`src/design/hlt_pkg.sv`:
```
// Shared constants for the limit-timer mode control block
package hlt_pkg;

    // Mode field layout
    localparam int unsigned MODE_W     = 5;   // Whole mode field width
    localparam int unsigned FAM_MSB    = 4;   // Family bits [4:3]
    localparam int unsigned FAM_LSB    = 3;
    localparam int unsigned VAR_MSB    = 2;   // Variant bits [2:0]
    localparam int unsigned VAR_LSB    = 0;

    // Mode families
    localparam logic [1:0] FAM_FREE    = 2'h0;   // Free-running period
    localparam logic [1:0] FAM_ONESHOT = 2'h1;   // One-shot
    localparam logic [1:0] FAM_MONO    = 2'h2;   // Monostable and level one-shot

    // Variant codes
    localparam logic [2:0] VAR_0       = 3'h0;
    localparam logic [2:0] VAR_1       = 3'h1;
    localparam logic [2:0] VAR_2       = 3'h2;
    localparam logic [2:0] VAR_3       = 3'h3;
    localparam logic [2:0] VAR_4       = 3'h4;
    localparam logic [2:0] VAR_5       = 3'h5;
    localparam logic [2:0] VAR_6       = 3'h6;
    localparam logic [2:0] VAR_7       = 3'h7;

    // Edge selectors for start or reset triggers
    localparam logic [1:0] EDGE_NONE   = 2'h0;
    localparam logic [1:0] EDGE_RISE   = 2'h1;
    localparam logic [1:0] EDGE_FALL   = 2'h2;
    localparam logic [1:0] EDGE_ANY    = 2'h3;

    // Reset values
    localparam logic [7:0] CNT_RST_VAL = 8'h00;  // Count after reset, hardware clear or period match
    localparam logic       ON_RST_VAL  = 1'b0;   // Enable bit after reset

    // Far-side timing demands, in timer clock periods
    localparam int unsigned EDGE_SPACING_CYC = 6;  // Between trigger edges
    localparam int unsigned LEVEL_HOLD_CYC   = 3;  // Least trigger level time

    // Synchroniser depth on the external reset signal
    localparam int unsigned SYNC_STAGES = 3;

    // Pick an edge out of rise/fall by selector
    function automatic logic edge_pick(input logic [1:0] sel,
                                       input logic       rise,
                                       input logic       fall);
        logic hit;
        hit = 1'b0;
        case (sel)
            EDGE_RISE: hit = rise;
            EDGE_FALL: hit = fall;
            EDGE_ANY:  hit = rise | fall;
            default:   hit = 1'b0;
        endcase
        return hit;
    endfunction

    // Edge selector for variants 1..3 (rise, fall, any)
    function automatic logic [1:0] start_edge_sel(input logic [2:0] v);
        logic [1:0] sel;
        sel = EDGE_NONE;
        case (v)
            VAR_1:   sel = EDGE_RISE;
            VAR_2:   sel = EDGE_FALL;
            VAR_3:   sel = EDGE_ANY;
            default: sel = EDGE_NONE;
        endcase
        return sel;
    endfunction

endpackage

```
`src/design/hlt_sync.sv`:
```
`timescale 1ns/100ps
// Three-stage input synchroniser with agreement filter and edge detect
module hlt_sync (
    input  wire logic core_clk,
    input  wire logic rst,
    input  wire logic async_in,    // Raw external level
    output logic      level_r,     // Filtered level
    output logic      rise_r,      // One-cycle pulse on filtered rise
    output logic      fall_r       // One-cycle pulse on filtered fall
);

    logic meta_r;   // First stage, read only by the second
    logic s2_r;     // Second stage
    logic s3_r;     // Third stage

    // Capture chain; reset to low so no false edge after release
    always_ff @(posedge core_clk) begin
        if (rst) begin
            meta_r <= 1'b0;
            s2_r   <= 1'b0;
            s3_r   <= 1'b0;
        end else begin
            meta_r <= async_in;
            s2_r   <= meta_r;
            s3_r   <= s2_r;
        end
    end

    // Accept a change only once stages two and three agree
    always_ff @(posedge core_clk) begin
        if (rst) begin
            level_r <= 1'b0;
            rise_r  <= 1'b0;
            fall_r  <= 1'b0;
        end else begin
            rise_r <= 1'b0;
            fall_r <= 1'b0;
            if (s2_r == s3_r && s3_r != level_r) begin
                level_r <= s3_r;
                rise_r  <= s3_r;
                fall_r  <= ~s3_r;
            end
        end
    end

endmodule

```
`src/design/hlt_cnt.sv`:
```
`timescale 1ns/100ps
// Period counter with load, clear, increment and period match
module hlt_cnt #(
    parameter int unsigned WIDTH = 8
) (
    input  wire logic             core_clk,
    input  wire logic             rst,
    input  wire logic             load,        // Software write of the count
    input  wire logic [WIDTH-1:0] load_val,
    input  wire logic             clr,         // Hardware count reset
    input  wire logic             inc,         // Count one timer clock
    input  wire logic [WIDTH-1:0] period,      // Period value
    output logic      [WIDTH-1:0] cnt_r,       // Count value
    output logic                  match        // Count equals period
);

    // Width check; the reset constant is eight bits wide
    initial begin
        if (WIDTH < 1 || WIDTH > 8) begin
            $error("hlt_cnt: WIDTH must be 1 to 8");
        end
    end

    assign match = (cnt_r == period);

    // Load beats hardware clear, clear beats counting
    always_ff @(posedge core_clk) begin
        if (rst) begin
            cnt_r <= hlt_pkg::CNT_RST_VAL[WIDTH-1:0];
        end else if (load) begin
            cnt_r <= load_val;
        end else if (clr) begin
            cnt_r <= hlt_pkg::CNT_RST_VAL[WIDTH-1:0];
        end else if (inc) begin
            // Match folds back to zero on this clock
            cnt_r <= match ? hlt_pkg::CNT_RST_VAL[WIDTH-1:0] : cnt_r + 1'b1;
        end
    end

endmodule

```
`src/design/hlt_timer.sv`:
```
`timescale 1ns/100ps
// Functional notes
// RULE1: Five-bit mode: family upper two, variant lower three
// RULE2: Trigger source spaces edges six clocks apart
// RULE3: Trigger source holds levels three clocks minimum
// RULE4: Debug mode ignores all external triggers; free-mode gating still follows the level
// RULE5: Free 000/001/010: software, high, low gating
// RULE6: Free 011/100/101: any/rise/fall edge clears count
// RULE7: Free 110/111: hold count cleared low/high
// RULE8: One-shot 000: enable starts, match or disable stops
// RULE9: One-shot 001/010/011: rise/fall/any edge starts
// RULE10: One-shot 100/101: edge both starts and resets
// RULE11: One-shot 110/111: edge start, opposite level reset
// RULE12: Monostable 001/010/011: edge starts, match stops
// RULE13: Codes 10110/10111: level start, opposite level reset
// RULE14: One-shot match: next clock clears enable, zero
// RULE15: Monostable match: stop at zero, enable kept
// RULE16: Enable rising waits for qualifying edge
// RULE17: Software avoids reserved mode codes
// RULE18: Synchronise external signal before any detection
module hlt_timer #(
    parameter int unsigned CNT_W = 8        // Count and period width
) (
    input  wire logic                           core_clk,
    input  wire logic                           rst,
    input  wire logic [hlt_pkg::MODE_W-1:0]     mode,         // Mode field
    input  wire logic                           on_wr,        // Enable bit write strobe
    input  wire logic                           on_wdata,     // Enable bit write value
    input  wire logic                           count_wr,     // Count write strobe
    input  wire logic [CNT_W-1:0]               count_wdata,  // Count write value
    input  wire logic [CNT_W-1:0]               period_value, // Period value
    input  wire logic                           debug_mode,   // Core halted in debug
    input  wire logic                           external_reset_signal,
    output logic                                on_r,         // Enable bit readback
    output logic      [CNT_W-1:0]               count_value,  // Count readback
    output logic                                running_r,    // Timer is counting
    output logic                                period_match_r // Pulse after match
);

    // Width check at simulation start
    initial begin
        if (CNT_W < 1 || CNT_W > 8) begin
            $error("hlt_timer: CNT_W must be 1 to 8");
        end
    end

    // Run state of start/stop families
    typedef enum logic {
        HLT_IDLE,
        HLT_RUN
    } hlt_state_t;

    hlt_state_t state_r;           // Current run state
    hlt_state_t state_nxt;         // Next run state

    logic [1:0] fam;               // Mode family
    logic [2:0] vsel;              // Mode variant
    logic       ers_lvl;           // Synchronised external level
    logic       ers_rise;          // Synchronised rising pulse
    logic       ers_fall;          // Synchronised falling pulse
    logic       trig_rise;         // Rising edge, debug-masked
    logic       trig_fall;         // Falling edge, debug-masked
    logic       trig_hi;           // High level, debug-masked
    logic       trig_lo;           // Low level, debug-masked
    logic       cnt_clr;           // Hardware count reset
    logic       cnt_inc;           // Count this clock
    logic       start;             // Start condition met
    logic       lvl_stop;          // Held in reset stops the run
    logic       oneshot_type;      // Match clears the enable bit
    logic       match;             // Count equals period
    logic       stop_match;        // Counting clock with period match
    logic       hw_on_clr;         // Hardware clear of enable bit

    // Mode field split into family and variant
    assign fam  = mode[hlt_pkg::FAM_MSB:hlt_pkg::FAM_LSB];  // [RULE1]
    assign vsel = mode[hlt_pkg::VAR_MSB:hlt_pkg::VAR_LSB];  // [RULE1]

    // External signal conditioning before any decision
    hlt_sync u_sync (                                         // [RULE18]
        .core_clk (core_clk),
        .rst      (rst),
        .async_in (external_reset_signal),
        .level_r  (ers_lvl),
        .rise_r   (ers_rise),
        .fall_r   (ers_fall)
    );

    // Debug masks triggers and resets; plain gating keeps the level
    assign trig_rise = ers_rise & ~debug_mode;   // [RULE4]
    assign trig_fall = ers_fall & ~debug_mode;   // [RULE4]
    assign trig_hi   = ers_lvl & ~debug_mode;    // [RULE4]
    assign trig_lo   = ~ers_lvl & ~debug_mode;   // [RULE4]

    // Mode decode: start, reset and count conditions
    always_comb begin
        cnt_clr      = 1'b0;
        cnt_inc      = 1'b0;
        start        = 1'b0;
        lvl_stop     = 1'b0;
        oneshot_type = 1'b0;
        case (fam)
            hlt_pkg::FAM_FREE: begin
                // Free-running: no run state, enable steers directly
                case (vsel)
                    hlt_pkg::VAR_0: begin
                        cnt_inc = on_r;                          // [RULE5]
                    end
                    hlt_pkg::VAR_1: begin
                        cnt_inc = on_r & ers_lvl;                // [RULE5]
                    end
                    hlt_pkg::VAR_2: begin
                        cnt_inc = on_r & ~ers_lvl;               // [RULE5]
                    end
                    hlt_pkg::VAR_3, hlt_pkg::VAR_4, hlt_pkg::VAR_5: begin
                        // Edge selector: variant 011 any, 100 rise, 101 fall
                        cnt_clr = on_r & hlt_pkg::edge_pick(
                            (vsel == hlt_pkg::VAR_3) ? hlt_pkg::EDGE_ANY :
                            (vsel == hlt_pkg::VAR_4) ? hlt_pkg::EDGE_RISE :
                                                       hlt_pkg::EDGE_FALL,
                            trig_rise, trig_fall);               // [RULE6]
                        cnt_inc = on_r & ~cnt_clr;               // [RULE6]
                    end
                    hlt_pkg::VAR_6: begin
                        cnt_clr = on_r & trig_lo;                // [RULE7]
                        cnt_inc = on_r & ~cnt_clr;               // [RULE7]
                    end
                    default: begin
                        cnt_clr = on_r & trig_hi;                // [RULE7]
                        cnt_inc = on_r & ~cnt_clr;               // [RULE7]
                    end
                endcase
            end
            hlt_pkg::FAM_ONESHOT: begin
                oneshot_type = 1'b1;                             // [RULE14]
                case (vsel)
                    hlt_pkg::VAR_0: begin
                        start = 1'b1;                            // [RULE8]
                    end
                    hlt_pkg::VAR_1, hlt_pkg::VAR_2, hlt_pkg::VAR_3: begin
                        start = hlt_pkg::edge_pick(hlt_pkg::start_edge_sel(vsel),
                                                   trig_rise, trig_fall); // [RULE9]
                    end
                    hlt_pkg::VAR_4: begin
                        start   = trig_rise;                     // [RULE10]
                        cnt_clr = trig_rise & on_r;              // [RULE10]
                    end
                    hlt_pkg::VAR_5: begin
                        start   = trig_fall;                     // [RULE10]
                        cnt_clr = trig_fall & on_r;              // [RULE10]
                    end
                    hlt_pkg::VAR_6: begin
                        start   = trig_rise;                     // [RULE11]
                        cnt_clr = trig_lo & on_r;                // [RULE11]
                    end
                    default: begin
                        start   = trig_fall;                     // [RULE11]
                        cnt_clr = trig_hi & on_r;                // [RULE11]
                    end
                endcase
                cnt_inc = (state_r == HLT_RUN) & on_r & ~cnt_clr;  // [RULE8]
            end
            hlt_pkg::FAM_MONO: begin
                case (vsel)
                    hlt_pkg::VAR_1, hlt_pkg::VAR_2, hlt_pkg::VAR_3: begin
                        start = hlt_pkg::edge_pick(hlt_pkg::start_edge_sel(vsel),
                                                   trig_rise, trig_fall); // [RULE12]
                    end
                    hlt_pkg::VAR_6: begin
                        oneshot_type = 1'b1;                     // [RULE13]
                        start        = trig_hi;                  // [RULE13]
                        cnt_clr      = trig_lo & on_r;           // [RULE13]
                        lvl_stop     = trig_lo;                  // [RULE13]
                    end
                    hlt_pkg::VAR_7: begin
                        oneshot_type = 1'b1;                     // [RULE13]
                        start        = trig_lo;                  // [RULE13]
                        cnt_clr      = trig_hi & on_r;           // [RULE13]
                        lvl_stop     = trig_hi;                  // [RULE13]
                    end
                    default: begin
                        // Reserved variants: timer stays parked
                        start = 1'b0;
                    end
                endcase
                cnt_inc = (state_r == HLT_RUN) & on_r & ~cnt_clr;  // [RULE12]
            end
            default: begin
                // Reserved family: nothing counts
                cnt_inc = 1'b0;
            end
        endcase
    end

    // Match only stops the run on a clock that actually counts
    assign stop_match = cnt_inc & match;
    assign hw_on_clr  = stop_match & oneshot_type;               // [RULE14]

    // Run state; idle whenever disabled, so a fresh enable waits for a start
    always_comb begin
        state_nxt = state_r;
        case (state_r)
            HLT_IDLE: begin
                if (on_r && start && fam != hlt_pkg::FAM_FREE) begin
                    state_nxt = HLT_RUN;                         // [RULE16]
                end
            end
            HLT_RUN: begin
                if (!on_r || stop_match || lvl_stop) begin
                    state_nxt = HLT_IDLE;                        // [RULE15]
                end
            end
            default: begin
                state_nxt = HLT_IDLE;
            end
        endcase
    end

    // Run state register
    always_ff @(posedge core_clk) begin
        if (rst) begin
            state_r <= HLT_IDLE;
        end else begin
            state_r <= state_nxt;
        end
    end

    // Enable bit; a software write wins over a same-clock hardware clear
    always_ff @(posedge core_clk) begin
        if (rst) begin
            on_r <= hlt_pkg::ON_RST_VAL;
        end else if (on_wr) begin
            on_r <= on_wdata;
        end else if (hw_on_clr) begin
            on_r <= 1'b0;                                        // [RULE14]
        end
    end

    // Period counter; match folds the count to zero on the next clock
    hlt_cnt #(
        .WIDTH (CNT_W)
    ) u_cnt (
        .core_clk (core_clk),
        .rst      (rst),
        .load     (count_wr),
        .load_val (count_wdata),
        .clr      (cnt_clr),
        .inc      (cnt_inc),
        .period   (period_value),
        .cnt_r    (count_value),
        .match    (match)
    );

    // Status outputs from flops
    always_ff @(posedge core_clk) begin
        if (rst) begin
            running_r      <= 1'b0;
            period_match_r <= 1'b0;
        end else begin
            running_r      <= cnt_inc;
            period_match_r <= stop_match;                        // [RULE15]
        end
    end

endmodule

```
`config.mk`:
```
export PLATFORM = sky130hd
export DESIGN_NAME = hlt_timer
export DESIGN_NICKNAME = d
export VERILOG_FILES = /design/src/design/hlt_pkg.sv /design/src/design/hlt_sync.sv /design/src/design/hlt_cnt.sv /design/src/design/hlt_timer.sv
export SDC_FILE = /design/constraint.sdc
export NUM_CORES = 1
export LEC_CHECK = 0
export ABC_AREA = 1
export BUFFER_PORTS_ARGS = -buffer_cell sky130_fd_sc_hd__buf_4
export CAP_MARGIN = 20
export CORE_ASPECT_RATIO = 1.25
export CORE_MARGIN = 2
export CORE_UTILIZATION = 30
export DETAILED_ROUTE_END_ITERATION = 8
export GPL_TIMING_DRIVEN = 1
export HOLD_SLACK_MARGIN = 0.15
export PLACE_DENSITY = 0.57
export SYNTH_ARGS = -nofsm -noshare
export SYNTH_HDL_FRONTEND = slang
export SYNTH_SLANG_ARGS = --single-unit
```
`constraint.sdc`:
```
create_clock -name core_clk -period 2.2 [get_ports core_clk]
set_input_delay 0.44 -clock core_clk [delete_from_list [all_inputs] [get_ports core_clk]]
set_output_delay 0.44 -clock core_clk [all_outputs]
set_load 0.02 [all_outputs]
```
# ---- Word level (Yosys, flattened, before mapping)
# Index checks and enable logic that the tools add are counted.
dict set report word_totals {
  regBits 18
  in_bits 28
  output_inout_bits 11
  wordCells 116
}
dict set report classes {
  addsub 1
  n_eq_ne 21
  n_mux 35
  n_bitwise 30
  reduce_logical 18
}
# op count
set op_table {}
lappend op_table {{8-bit two-way mux} 4}
lappend op_table {{1-bit one-hot mux with 3 select lines} 8}
lappend op_table {{1-bit AND} 19}
lappend op_table {{2-bit equality test (second input constant)} 7}
lappend op_table {{3-bit equality test (second input constant)} 4}
lappend op_table {{1-bit two-way mux} 10}
lappend op_table {{2-bit two-way mux} 5}
lappend op_table {{1-bit inverter} 10}
lappend op_table {{1-bit one-hot mux with 2 select lines} 5}
lappend op_table {{3-bit OR reduction} 3}
lappend op_table {{8-bit by 1-bit adder with 8-bit output (second input constant)} 1}
lappend op_table {{2-bit by 1-bit equality test with 1-bit output (second input constant)} 4}
lappend op_table {{8-bit equality test} 1}
lappend op_table {{3-bit by 2-bit equality test with 1-bit output (second input constant)} 2}
lappend op_table {{2-bit one-hot mux with 3 select lines} 1}
lappend op_table {{2-bit OR reduction} 3}
lappend op_table {{1-bit one-hot mux with 5 select lines} 1}
lappend op_table {{1-bit one-hot mux with 4 select lines} 1}
lappend op_table {{2-bit nonzero test} 2}
lappend op_table {{4-bit OR reduction} 1}
lappend op_table {{3-bit by 1-bit equality test with 1-bit output (second input constant)} 1}
lappend op_table {{1-bit logical AND} 3}
lappend op_table {{3-bit logical NOT} 1}
lappend op_table {{3-bit nonzero test} 1}
lappend op_table {{6 further kinds} 7}

# ---- Longest topological paths before layout
# Gate-level depths: netlist (run 1).
dict set report logic_depth {
  word_depth 17
  mapped_depth 17
  mapped_depth_nobuf 16
}

# ---- Modules after synthesis
# A second synthesis (run 1) with hierarchy kept.
dict set report hier_totals {
  hier_cells 237
  area_unflattened_um2 1481.4
}
# mod n_inst cells_per_inst area_each_um2 seq_area_each_um2
set modules_own_cells {}
lappend modules_own_cells {hlt_cnt 1 107 683.2 160.2}
lappend modules_own_cells {hlt_timer 1 108 605.6 80.1}
lappend modules_own_cells {hlt_sync 1 22 192.7 120.1}

# ---- Worst setup path after synthesis (run 1)
# OpenSTA, ideal clock, no wires.
dict set report synth_path {
  path_kind {input-to-reg}
  startpoint {in mode[1] (netlist name)}
  endpoint {reg u_cnt.cnt_r[0]}
  setup_time_ns 0.132
  arrival_time_ns 1.641
  required_time_ns 2.068
  setup_slack_ns 0.426
  cell_stages 13
  path_buffers 1
  path_cell_list {buf_2 nor2_2 nand2_1 nand3_1 nand2_1 nand3_1 nand2_1 nand2_1 nand3_2 a21oi_4 nand2_2 nand2_1 a21oi_1}
}
dict set report synth_via {
  elab_chain_cells 13
  elab_cells_between_ends 37
  cone_classes {eq/ne: 10; mux: 15; bitwise: 7; reduce/logical: 5}
}
# item line
set synth_rtl {}
lappend synth_rtl {{start: declaration} hlt_timer.sv:26} ;# input wire logic [hlt_pkg::MODE_W-1:0] mode,
lappend synth_rtl {{3-bit equality test} {hlt_timer.sv:104, hlt_timer.sv:118, hlt_timer.sv:135}}
lappend synth_rtl {{2-bit two-way mux} hlt_timer.sv:118} ;# (vsel == hlt_pkg::VAR_4) ? hlt_pkg::EDGE_RISE :
lappend synth_rtl {{2-bit two-way mux} hlt_timer.sv:117} ;# (vsel == hlt_pkg::VAR_3) ? hlt_pkg::EDGE_ANY :
lappend synth_rtl {{2-bit equality test / 2-bit by 1-bit equality test with 1-bit output (equally long branches)} hlt_pkg.sv:49} ;# case (sel)
lappend synth_rtl {{1-bit one-hot mux with 3 select lines} hlt_pkg.sv:49}
lappend synth_rtl {{1-bit two-way mux} hlt_timer.sv:104} ;# case (vsel)
lappend synth_rtl {{1-bit two-way mux} hlt_timer.sv:101} ;# case (fam)
lappend synth_rtl {{1-bit AND} hlt_timer.sv:116} ;# cnt_clr = on_r & hlt_pkg::edge_pick(
lappend synth_rtl {{1-bit inverter} hlt_timer.sv:121} ;# cnt_inc = on_r & ~cnt_clr;
lappend synth_rtl {{1-bit AND} hlt_timer.sv:121}
lappend synth_rtl {{1-bit one-hot mux with 5 select lines} hlt_timer.sv:104}
lappend synth_rtl {{1-bit one-hot mux with 3 select lines} hlt_timer.sv:101}
lappend synth_rtl {{3-bit nonzero test (no line)} n/a}
lappend synth_rtl {{end signal: assignment} hlt_cnt.sv:31} ;# cnt_r <= load_val;
lappend synth_rtl {{end signal: assignment} hlt_cnt.sv:33} ;# cnt_r <= hlt_pkg::CNT_RST_VAL[WIDTH-1:0];
lappend synth_rtl {{end signal: assignment} hlt_cnt.sv:36} ;# cnt_r <= match ? hlt_pkg::CNT_RST_VAL[WIDTH-1:0] : cnt_r + 1'b1;
lappend synth_rtl {{end: declaration} hlt_cnt.sv:13} ;# output logic [WIDTH-1:0] cnt_r,
# Parallel ways exist; a longest one is shown, timed or not. The select of a mux whose other input is x is not followed.
# A chain may end at the register's enable or synchronous reset.

# ---- Worst setup path in the final report (run 1)
dict set report layout_path {
  startpoint {reg u_cnt.cnt_r[0]}
  endpoint {reg u_cnt.cnt_r[7]}
}
dict set report layout_via {
  elab_chain_cells 5
  elab_cells_between_ends 6
  cone_classes {add/sub: 1; eq/ne: 1; mux: 4}
}
# item line
set layout_rtl {}
lappend layout_rtl {{start signal: assignment} hlt_cnt.sv:29} ;# cnt_r <= hlt_pkg::CNT_RST_VAL[WIDTH-1:0];
lappend layout_rtl {{start signal: assignment} hlt_cnt.sv:31}
lappend layout_rtl {{start signal: assignment} hlt_cnt.sv:33}
lappend layout_rtl {{8-bit by 1-bit adder with 8-bit output / 8-bit equality test (equally long branches)} {hlt_cnt.sv:36, hlt_cnt.sv:24}}
lappend layout_rtl {{8-bit two-way mux (*)} hlt_cnt.sv:36}
lappend layout_rtl {{8-bit two-way mux (*)} hlt_cnt.sv:34} ;# end else if (inc) begin
lappend layout_rtl {{8-bit two-way mux (*)} hlt_cnt.sv:32} ;# end else if (clr) begin
lappend layout_rtl {{8-bit two-way mux (*)} hlt_cnt.sv:30} ;# end else if (load) begin
# Mark *: on every way between the ends. The rest lies on a longest branch, timed or not. The select of a mux whose other input is x is not followed.

==> results.py, run 1 <==
metrics = {
    "grt": {
        "grt_pass1_vias": 1406,
        "grtUsageTotal_pct": 14.57,
        "antenna_found_initial": 0,
        "grt_start_max_net_pins": 17,
        "grt_pass1_wl_mm": 6.078,
        "grt_overflow": 0,
    },
    "yosys": {
        "synth_top_cell_area_share_pct": 25.04,
        "synth_flop_cell": "dfxtp_1",
        "yosysTopAreaCell": "dfxtp_1",
        "synth_area_leaders": "dfxtp_1 25%, nand2_1 16%, nand3_1 11%",
        "async_reset_ff_share_pct": 0,
        "ys_ff_latch": 18,
        "yosysSeqAreaShare_pct": 25.04,
        "synth_fp_nets": 261,
        "ys_types": 33,
        "yosysWarnings": 0,
        "synth_cells": 228,
        "synth_area_um2": 1439,
        "synth_edf_count": 0,
        "syn_area_per_cell_um2": 6.311,
    },
    "clocking": {
        "ctsHoldBuffers": 0,
        "cts_buffers": 3,
        "post_cts_buffers": 0,
        "cts_buffer_depth": 2,
        "clock_latency_ps": 250,
        "clk_pin_slew_ps": 70,
        "cts_resized": 0,
        "cts.sinks": 18,
        "root_buffer": "clkbuf_8",
        "cts_tree": "yes",
        "htree_levels": 1,
    },
    "die": {
        "die_area_um2": 5370,
        "die-width_um": 65.95,
        "dieHeight_um": 81.43,
        "fp.coreArea_um2": 4695,
        "start_util_pct": 30.65,
        "num_io_pins": 39,
        "num_rows": 28,
    },
    "layout": {
        "layout_common_cells": "61 x nand2_1, 46 x buf_4, 31 x nand3_1",
        "layout-drive-gt1-share_pct": 25.74,
        "post-route-util_pct": 40.03,
        "n_fill_cell": 527,
        "syn_to_final_growth_pct": 30.61,
        "regArea_um2": 360.3,
        "multi_input_area_um2": 930.9,
        "diodes": 0,
        "fin_nets": 306,
        "final_common_cell": "nand2_1",
    },
    "timing": {
        "worst_pin_slew_ps": 336.3,
        "drv_slew": 0,
        "slew_headroom_pct": 77.41,
        "grt_setup_unrepaired": "false",
        "hold_viol": 0,
        "post-route-period-util_pct": 81.59,
        "fin_worst_skew_ps": 6.044,
        "period_minus_slack_ps": 1795,
        "fmax_ghz": 0.5571,
        "fin_setup_tns_ps": 0,
        "setup_viol": 0,
    },
    "critical_path": {
        "cp.arrival_ps": 1980,
        "end_kind": "register",
        "critical_path_class": "reg -> reg",
        "cp-start-kind": "register",
        "crit_required_ps": 2380,
        "crit_fanout": 5,
    },
    "outcome": {
        "status": "complete, no violations",
    },
    "pwr": {
        "ir_drop_mv": 0.3377,
        "p_per_area_nw_per_um2": 438.6,
        "p_leak_nw": 0.9033,
    },
    "detailed_routing": {
        "firstDrtPassIters": 4,
        "vias": 1537,
        "ant_nets": 0,
        "drt_wl_total_mm": 3.654,
        "drc_errors": 0,
        "wl_per_cell_um": 11.01,
        "drt-initial-drc-count": 92,
        "vias_per_cell": 4.630,
    },
    "place": {
        "dp.final_hpwl_mm": 3.012,
        "place_congestion": 0.8813,
        "port_buffers": 38,
    },
    "worst_hold_path": {
        "hold_path_class": "in -> reg",
    },
    "flow_run": {
        "maxCapViolations": 0,
    },
}
critical path, cell delays in order, from the launching register on:
cell,delay (ps)
dfxtp_1,400
inv_1,90
nor3_1,330
nand3_1,170
nor2_1,150
nand2_1,60
nand2_1,50
nand2_1,40
nor2_1,90
nand3_1,80
nand2_1,80
nand2_1,60
a21oi_1,110
metal layers:
layer,GRT usage [%],vias to the layer above,wire length [µm]
li1,-,815,-
met3,1.233,4,107
met4,5.510,0,44
met2,27.47,28,1938
met5,0,-,0
met1,16.90,690,1564
cell families (layout without fill, tap and decap cells):
group | after synthesis | count (layout) | synth area share [%]
AO/OA/AOI/OAI | 20 | 20 | 8.435
flip-flops | 18 | 18 | 25.04
AND/OR/NAND/NOR | 137 | 137 | 44.61
XOR/XNOR | 12 | 12 | 7.305
adder cells (fa/ha/maj) | 5 | 5 | 4.348
buffers and inverters | 36 | 80 | 10.26
path summary, 6_finish.rpt:
path,endpoint,slack (ps),start,cells past startpoint
min reg2reg,u_sync.s2_r$_SDFF_PP0_,410,u_sync.meta_r$_SDFF_PP0_,2
max reg2reg,u_cnt.cnt_r[7]$_SDFFE_PP0P_,410,u_cnt.cnt_r[0]$_SDFFE_PP0P_,12
min,u_sync.meta_r$_SDFF_PP0_,390,external_reset_signal,3
max,u_cnt.cnt_r[7]$_SDFFE_PP0P_,410,u_cnt.cnt_r[0]$_SDFFE_PP0P_,12
power by group:
part / switching [W] / internal, W / total, W
clock: 0.0000993 / 0.000159 / 0.000258
combinational: 0.000118 / 0.0000994 / 0.000218
sequential: 0.0000107 / 0.000338 / 0.000349
total: 0.000229 / 0.000596 / 0.000824
metrics by stage:
step	cell area (µm²)	cells	worst slack (ps)	hold slack (ps)	total power, W
global placement	1824	328	128.9	391.7	0.0005749
CTS	1879	332	407.8	388.3	0.0008361
global route	1879	332	96.71	395.8	0.0008704
floorplan	1439	228	426.3	388.3	0.0004853
detailed placement	1824	328	145.9	396.5	0.0005753
finish	1879	332	405.1	392.2	0.0008243
Yosys cell counts (all sizes together), types with 2 or more instances:
master	number
nand2	66
nand3	34
inv	30
nor2	25
dfxtp	18
a21oi	12
xnor2	9
nor3	6
ha	5
buf	4
o21ai	4
xor2	3
clkbuf	2
sequential cells by signal, summed over array words and instances, names as in the netlist:
register,count
state_r,1
on_r,1
running_r,1
u_sync.level_r,1
u_sync.s2_r,1
u_sync.s3_r,1
period_match_r,1
u_sync.rise_r,1
u_cnt.cnt_r,8
u_sync.fall_r,1
u_sync.meta_r,1
layout make-up:
type / count / share of cell area [%]
timing repair buffer: 46 / 18.38
sequential: 18 / 19.17
inverter: 30 / 5.992
tap: 60 / 3.995
multi-input combinational: 174 / 49.53
clock buffer: 4 / 2.929
No activity file was read; power rests on OpenSTA's default activity.
==> run 2, diff against run 1 <==
Settings changed: ABC_AREA 1 to 0, PLACE_DENSITY 0.57 to 0.56.
Clock period 2.2 ns to 1.9 ns, I/O delays scaled along.
==> run 2 against run 1 <==
Wire length is 16% higher. Sequential power is 17% higher. Highest routed layer unchanged. Clock power is 22% higher. First-iteration DRC count is 11% lower. Via count is 4.4% higher. Global-route usage is 1.6 points higher. Total power is 21% higher. Cell count is 7.5% lower. Combinational power is 28% higher. Clock-buffer cell count stayed put. Worst setup slack worse by 340 ps.
==> results.py, run 2 <==
metrics = {
    "yosys": {
        "synth_area_leaders": "dfxtp_1 25%, xnor2_1 4.8%, ha_1 4.3%",
        "yosysTopAreaCell": "dfxtp_1",
        "syn_area_per_cell_um2": 8.077,
        "synth_area_um2": 1454,
        "ys_types": 58,
        "synth_edf_count": 0,
        "yosysWarnings": 0,
        "post-synth-top-count-cell": "dfxtp_1",
        "synth_fp_nets": 213,
        "async_reset_ff_share_pct": 0,
        "yosysSeqAreaShare_pct": 24.78,
        "synth_common_cells": "18 x dfxtp_1, 14 x nand2_1, 14 x nor2_1, 11 x a21oi_1",
        "synth_top_cell_area_share_pct": 24.78,
        "synth_cells": 180,
        "synth_flop_cell": "dfxtp_1",
        "ys_ff_latch": 18,
    },
    "detailed_routing": {
        "drc_errors": 0,
        "wl_per_cell_um": 13.84,
        "vias_per_cell": 5.225,
        "firstDrtPassIters": 4,
        "drt-initial-drc-count": 82,
        "vias": 1604,
        "ant_nets": 0,
        "drt_wl_total_mm": 4.249,
    },
    "layout": {
        "largest_reg_flops": 8,
        "layout-drive-gt1-share_pct": 40.89,
        "fin_nets": 281,
        "syn_to_final_growth_pct": 48.97,
        "fin_cells": 307,
        "final_common_cell": "buf_4",
        "diodes": 0,
        "postLayoutCellArea_um2": 2166,
        "layout_common_cells": "71 x buf_4, 16 x dfxtp_1, 14 x nor2_1, 14 x nand2_1, 11 x a21oi_1",
        "top_register": "u_cnt.cnt_r",
    },
    "die": {
        "fp.coreArea_um2": 4695,
        "start_util_pct": 30.97,
        "die_area_um2": 5422,
        "num_rows": 28,
        "num_io_pins": 39,
        "die-width_um": 66.27,
        "dieHeight_um": 81.83,
    },
    "critical_path": {
        "critical_path_class": "in -> reg",
        "path_buf_inv": 3,
        "rr_endpoint": "u_cnt.cnt_r[2]$_SDFFE_PP0P_",
        "cp-start-kind": "primary input",
        "cpMaxStageDelayCell": "o211ai_4",
        "crit_chain": "buf_4, ha_1, and2b_1, o211ai_1, o211ai_4, buf_4, nor2_2, buf_4, o211ai_1, a21oi_1",
        "end_kind": "register",
        "cp_num_cells": 10,
        "crit_required_ps": 2040,
        "rr_worst_depth": 7,
        "cp.arrival_ps": 1970,
        "r2r_start": "u_sync.fall_r$_SDFF_PP0_",
        "regToRegSetupSlack_ps": 90,
        "crit_fanout": 7,
        "crit_path_frequent_cell": "buf_4",
        "critPathMaxStageDelay_ps": 290,
        "crit_family": "compound AO/OA/AOI/OAI gates",
    },
    "clocking": {
        "root_buffer": "clkbuf_8",
        "cts_buffers": 3,
        "clk_pin_slew_ps": 70,
        "cts.sinks": 18,
        "cts_tree": "yes",
        "htree_levels": 1,
        "cts_buffer_depth": 2,
        "clock_latency_ps": 250,
    },
    "grt": {
        "grt_pass1_wl_mm": 6.913,
        "grt_overflow": 0,
        "grt_start_max_net_pins": 19,
        "antenna_found_initial": 0,
        "grtUsageTotal_pct": 16.21,
        "grt_pass1_vias": 1484,
    },
    "pwr": {
        "power_frac_comb_pct": 27.9,
        "p_leak_nw": 0.8849,
        "ir_drop_mv": 0.2744,
        "seqPwrFrac_pct": 40.7,
        "intPower_w": 0.0007257,
        "p_total_w": 0.001001,
        "p_per_area_nw_per_um2": 462.1,
        "clockPowerShare_pct": 31.4,
        "p_sw_share_pct": 27.49,
        "power.switching_w": 0.0002751,
    },
    "place": {
        "placed_area_um2": 2018,
        "dp.cells": 301,
        "place_congestion": 0.8484,
        "port_buffers": 38,
        "dp.final_hpwl_mm": 3.270,
    },
    "timing": {
        "setup_viol": 0,
        "worst_pin_slew_ps": 348.2,
        "slew_headroom_pct": 76.78,
        "fin_worst_skew_ps": 6.221,
        "post-route-period-util_pct": 96.33,
        "period_minus_slack_ps": 1830,
        "fmax_ghz": 0.5463,
        "drv_slew": 0,
        "timing.hold.ws_ps": 320.8,
        "hold_viol": 0,
    },
    "outcome": {
        "status": "complete, no violations",
    },
    "worst_hold_path": {
        "hold_path_class": "in -> reg",
        "hold_start": "on_wr",
        "holdPathEnd": "on_r$_SDFFE_PP0P_",
        "hold_depth": 2,
    },
    "flow_run": {
        "maxCapViolations": 0,
    },
}
## run 2: changes by cell type in the layout (fill, tap and decap cells not counted), moves of 4 or more
cell / previous run / this run
nor2_1: 20 / 14
o21ai_1: 1 / 6
o211ai_1: 1 / 8
nor2b_1: 0 / 6
inv_1: 27 / 8
o31ai_1: 0 / 4
nand2_1: 61 / 14
buf_4: 46 / 71
nand2_2: 5 / 0
nand3_1: 31 / 4
nor2_2: 5 / 1
## run 2: repair_timing
action                                  CTS  global route
buffers inserted                          0             2
hold buffers                              0             0
resized for setup                         1            13
pin swaps                                 0             4
endpoints found under the setup margin    2             9
## run 2: logic make-up after synthesis
family / share of synthesized area (%)
xor+xnor: 5.939
mux: 1.463
compound gates: 30.12
flops: 24.79
simple gates: 27.45
fa+ha+maj: 4.303
buf+inv: 5.937
## run 2: layer usage
layer / vias up / track usage [%] / part of all wire, %
li1: 803 / - / -
met1: 742 / 20.73 / 43
met2: 50 / 28.40 / 51
met3: 9 / 1.233 / 4.1
met4: 0 / 5.714 / 2.0
met5: - / 0 / 0
## run 2: worst register-to-register path, cell delays in order (launching register included)
cell,delay (ps)
dfxtp_1,320
mux2_2,310
a32oi_2,280
o211ai_4,160
buf_4,160
o41ai_1,280
o21ai_1,110
a21oi_1,130
## run 2: worst max-delay path by stage
stage                                      startpoint                          end  slack, ps
after floorplan           u_cnt.cnt_r[2]$_SDFFE_PP0P_            on_r$_SDFFE_PP0P_         30
after global placement                        mode[3]  u_cnt.cnt_r[7]$_SDFFE_PP0P_       -190
after detailed placement                      mode[3]  u_cnt.cnt_r[1]$_SDFFE_PP0P_       -220
after CTS                           on_r$_SDFFE_PP0P_  u_cnt.cnt_r[6]$_SDFFE_PP0P_         40
after global routing         u_sync.fall_r$_SDFF_PP0_  u_cnt.cnt_r[7]$_SDFFE_PP0P_        -20
final                                         mode[3]  u_cnt.cnt_r[7]$_SDFFE_PP0P_         70
## run 2: metrics by stage
step / utilization (%) / worst slack, ps / TNS [ps]
global placement: 42.99 / -193.5 / -1539
floorplan: - / 33.16 / 0
global route: 46.14 / -18.05 / -18.05
CTS: 44.22 / 43.47 / 0
finish: 46.14 / 69.64 / 0
detailed placement: 42.99 / -218.4 / -1820
## run 2: cell type report
| class | instances | area [µm²] |
|---|---|---|
| clock buffer | 4 | 55.05 |
| fill | 481 | 2529 |
| inverter | 8 | 30.03 |
| multi-input combinational | 144 | 1079 |
| sequential | 18 | 362.8 |
| tap | 60 | 75.07 |
| timing repair buffer | 73 | 564.3 |
## run 2: power by group through the flow
stage / clock [W] / combinational [W] / sequential (W)
CTS: 0.000322 / 0.000265 / 0.000407
floorplan: 0 / 0.000122 / 0.000422
finish: 0.000315 / 0.000279 / 0.000407
global placement: 0 / 0.000262 / 0.000415
global route: 0.000332 / 0.000305 / 0.000410
detailed placement: 0 / 0.000263 / 0.000415
==> run 3, diff against run 2 <==
Settings changed: SETUP_SLACK_MARGIN from default to 0.2.
==> run 3 against run 2 <==
Die area is the same. Largest cell class unchanged. Sequential cell count is the same. Worst setup slack gained 57 ps. Largest power group unchanged.
==> results.py, run 3 (synthesis gave the netlist of run 2 again) <==
metrics = {
    "outcome": {
        "status": "complete, no violations",
    },
    "critical_path": {
        "regToRegSetupSlack_ps": 130,
        "crit_fanout": 5,
        "cpMaxStageDelayCell": "dfxtp_4",
        "critical_path_class": "reg -> reg",
        "cp.arrival_ps": 1920,
        "cp-start-kind": "register",
        "critPathMaxStageDelay_ps": 380,
        "crit_chain": "xnor2_4, and2_4, a2bb2o_4, a32o_2, buf_6, o21ai_1, a21oi_1",
        "crit_family": "compound AO/OA/AOI/OAI gates",
        "end_kind": "register",
        "crit_required_ps": 2050,
        "path_buf_inv": 1,
    },
    "detailed_routing": {
        "drt_wl_total_mm": 4.673,
        "ant_nets": 0,
        "vias_per_cell": 5.221,
        "firstDrtPassIters": 4,
        "vias": 1608,
        "wl_per_cell_um": 15.17,
        "drt-initial-drc-count": 80,
        "drc_errors": 0,
    },
    "timing": {
        "fin_worst_skew_ps": 6.224,
        "setup_viol": 0,
        "hold_viol": 0,
        "slew_headroom_pct": 75.00,
        "fmax_ghz": 0.5640,
        "timing.hold.ws_ps": 306.1,
        "post-route-period-util_pct": 93.31,
        "drv_slew": 0,
        "period_minus_slack_ps": 1773,
        "grt_setup_unrepaired": "true",
        "worst_pin_slew_ps": 374.9,
    },
    "grt": {
        "antenna_found_initial": 0,
        "grt_pass1_wl_mm": 7.458,
        "grtUsageTotal_pct": 17.59,
        "grt_start_max_net_pins": 19,
        "grt_overflow": 0,
        "grt_pass1_vias": 1637,
    },
    "die": {
        "dieHeight_um": 81.83,
        "num_io_pins": 39,
        "die_area_um2": 5422,
        "num_rows": 28,
        "start_util_pct": 30.97,
        "fp.coreArea_um2": 4695,
        "die-width_um": 66.27,
    },
    "layout": {
        "syn_to_final_growth_pct": 66.78,
        "top_register": "u_cnt.cnt_r",
        "largest_reg_flops": 8,
        "layout_common_cells": "63 x buf_4, 14 x dfxtp_1, 13 x nand2_1",
        "post-route-util_pct": 51.65,
        "final_common_cell": "buf_4",
        "fin_cells": 308,
        "multi_input_area_um2": 1269,
        "fin_nets": 282,
        "n_fill_cell": 452,
        "diodes": 0,
        "layout-drive-gt1-share_pct": 51.21,
        "regArea_um2": 370.4,
    },
    "clocking": {
        "cts.sinks": 18,
        "cts_tree": "yes",
        "cts_buffers": 3,
        "root_buffer": "clkbuf_8",
        "clock_latency_ps": 260,
        "clk_pin_slew_ps": 80,
        "ctsHoldBuffers": 0,
        "cts_buffer_depth": 2,
        "htree_levels": 1,
    },
    "pwr": {
        "ir_drop_mv": 0.3514,
        "p_per_area_nw_per_um2": 433.4,
        "p_leak_nw": 0.9343,
        "p_total_w": 0.001051,
    },
    "worst_hold_path": {
        "hold_path_class": "in -> reg",
    },
    "flow_run": {
        "maxCapViolations": 0,
    },
    "place": {
        "place_congestion": 0.8550,
        "dp.final_hpwl_mm": 3.317,
        "port_buffers": 38,
        "dp.cells": 298,
    },
}
run 3: worst paths after layout:
path | end | start | cells past startpoint
worst min register to register | u_sync.s2_r$_SDFF_PP0_ | u_sync.meta_r$_SDFF_PP0_ | 1
worst max register to register | u_cnt.cnt_r[7]$_SDFFE_PP0P_ | u_sync.level_r$_SDFFE_PP0P_ | 7
worst max-delay path | u_cnt.cnt_r[7]$_SDFFE_PP0P_ | u_sync.level_r$_SDFFE_PP0P_ | 7
worst min-delay path | on_r$_SDFFE_PP0P_ | on_wr | 2
run 3: layer usage:
| metal | routed length, µm | GRT usage [%] | part of all wire, % | up-vias |
|---|---|---|---|---|
| li1 | - | - | - | 809 |
| met1 | 1940 | 21.29 | 42 | 737 |
| met2 | 2406 | 29.90 | 51 | 50 |
| met3 | 210 | 1.781 | 4.5 | 12 |
| met4 | 115 | 10.41 | 2.5 | 0 |
| met5 | 0 | 0 | 0 | - |
run 3: timing repair:
action / in CTS / in global routing
resized for setup: 26 / 22
pin swaps: 13 / 18
buffers inserted: 2 / 3
setup endpoints to repair: 12 / 12
gates cloned: 1 / 0
run 3: through the flow:
step / setup TNS (ps) / area, µm² / worst slack [ps]
finish: 0 / 2425 / 127.1
global route: 0 / 2425 / 2.222
CTS: 0 / 2282 / 158.5
detailed placement: -873.1 / 2082 / -164.0
global placement: -712.9 / 2082 / -162.5
floorplan: 0 / 1546 / 160.2
run 3: area by class of cell:
cell class,instances,area share (%)
inverter,8,2.064
multi-input combinational,144,52.32
timing repair buffer,74,24.97
clock buffer,4,2.270
sequential,18,15.27
tap,60,3.096
run 3: where the power goes:
part / internal, W / switching (W) / total [W]
Combinational: 0.000169 / 0.000152 / 0.000321
Clock: 0.000184 / 0.000139 / 0.000324
Sequential: 0.000388 / 0.0000181 / 0.000406
Total: 0.000742 / 0.000309 / 0.00105
run 3: worst reg2reg max path, delay by kind of cell, from the launching register on:
kind	cells	cell delay [ps]
AOI/OAI and AO/OA	4	730
xor gates and xnor gates	1	240
buffers and inverters	1	140
DFF	1	380
and+or+nand+nor	1	190
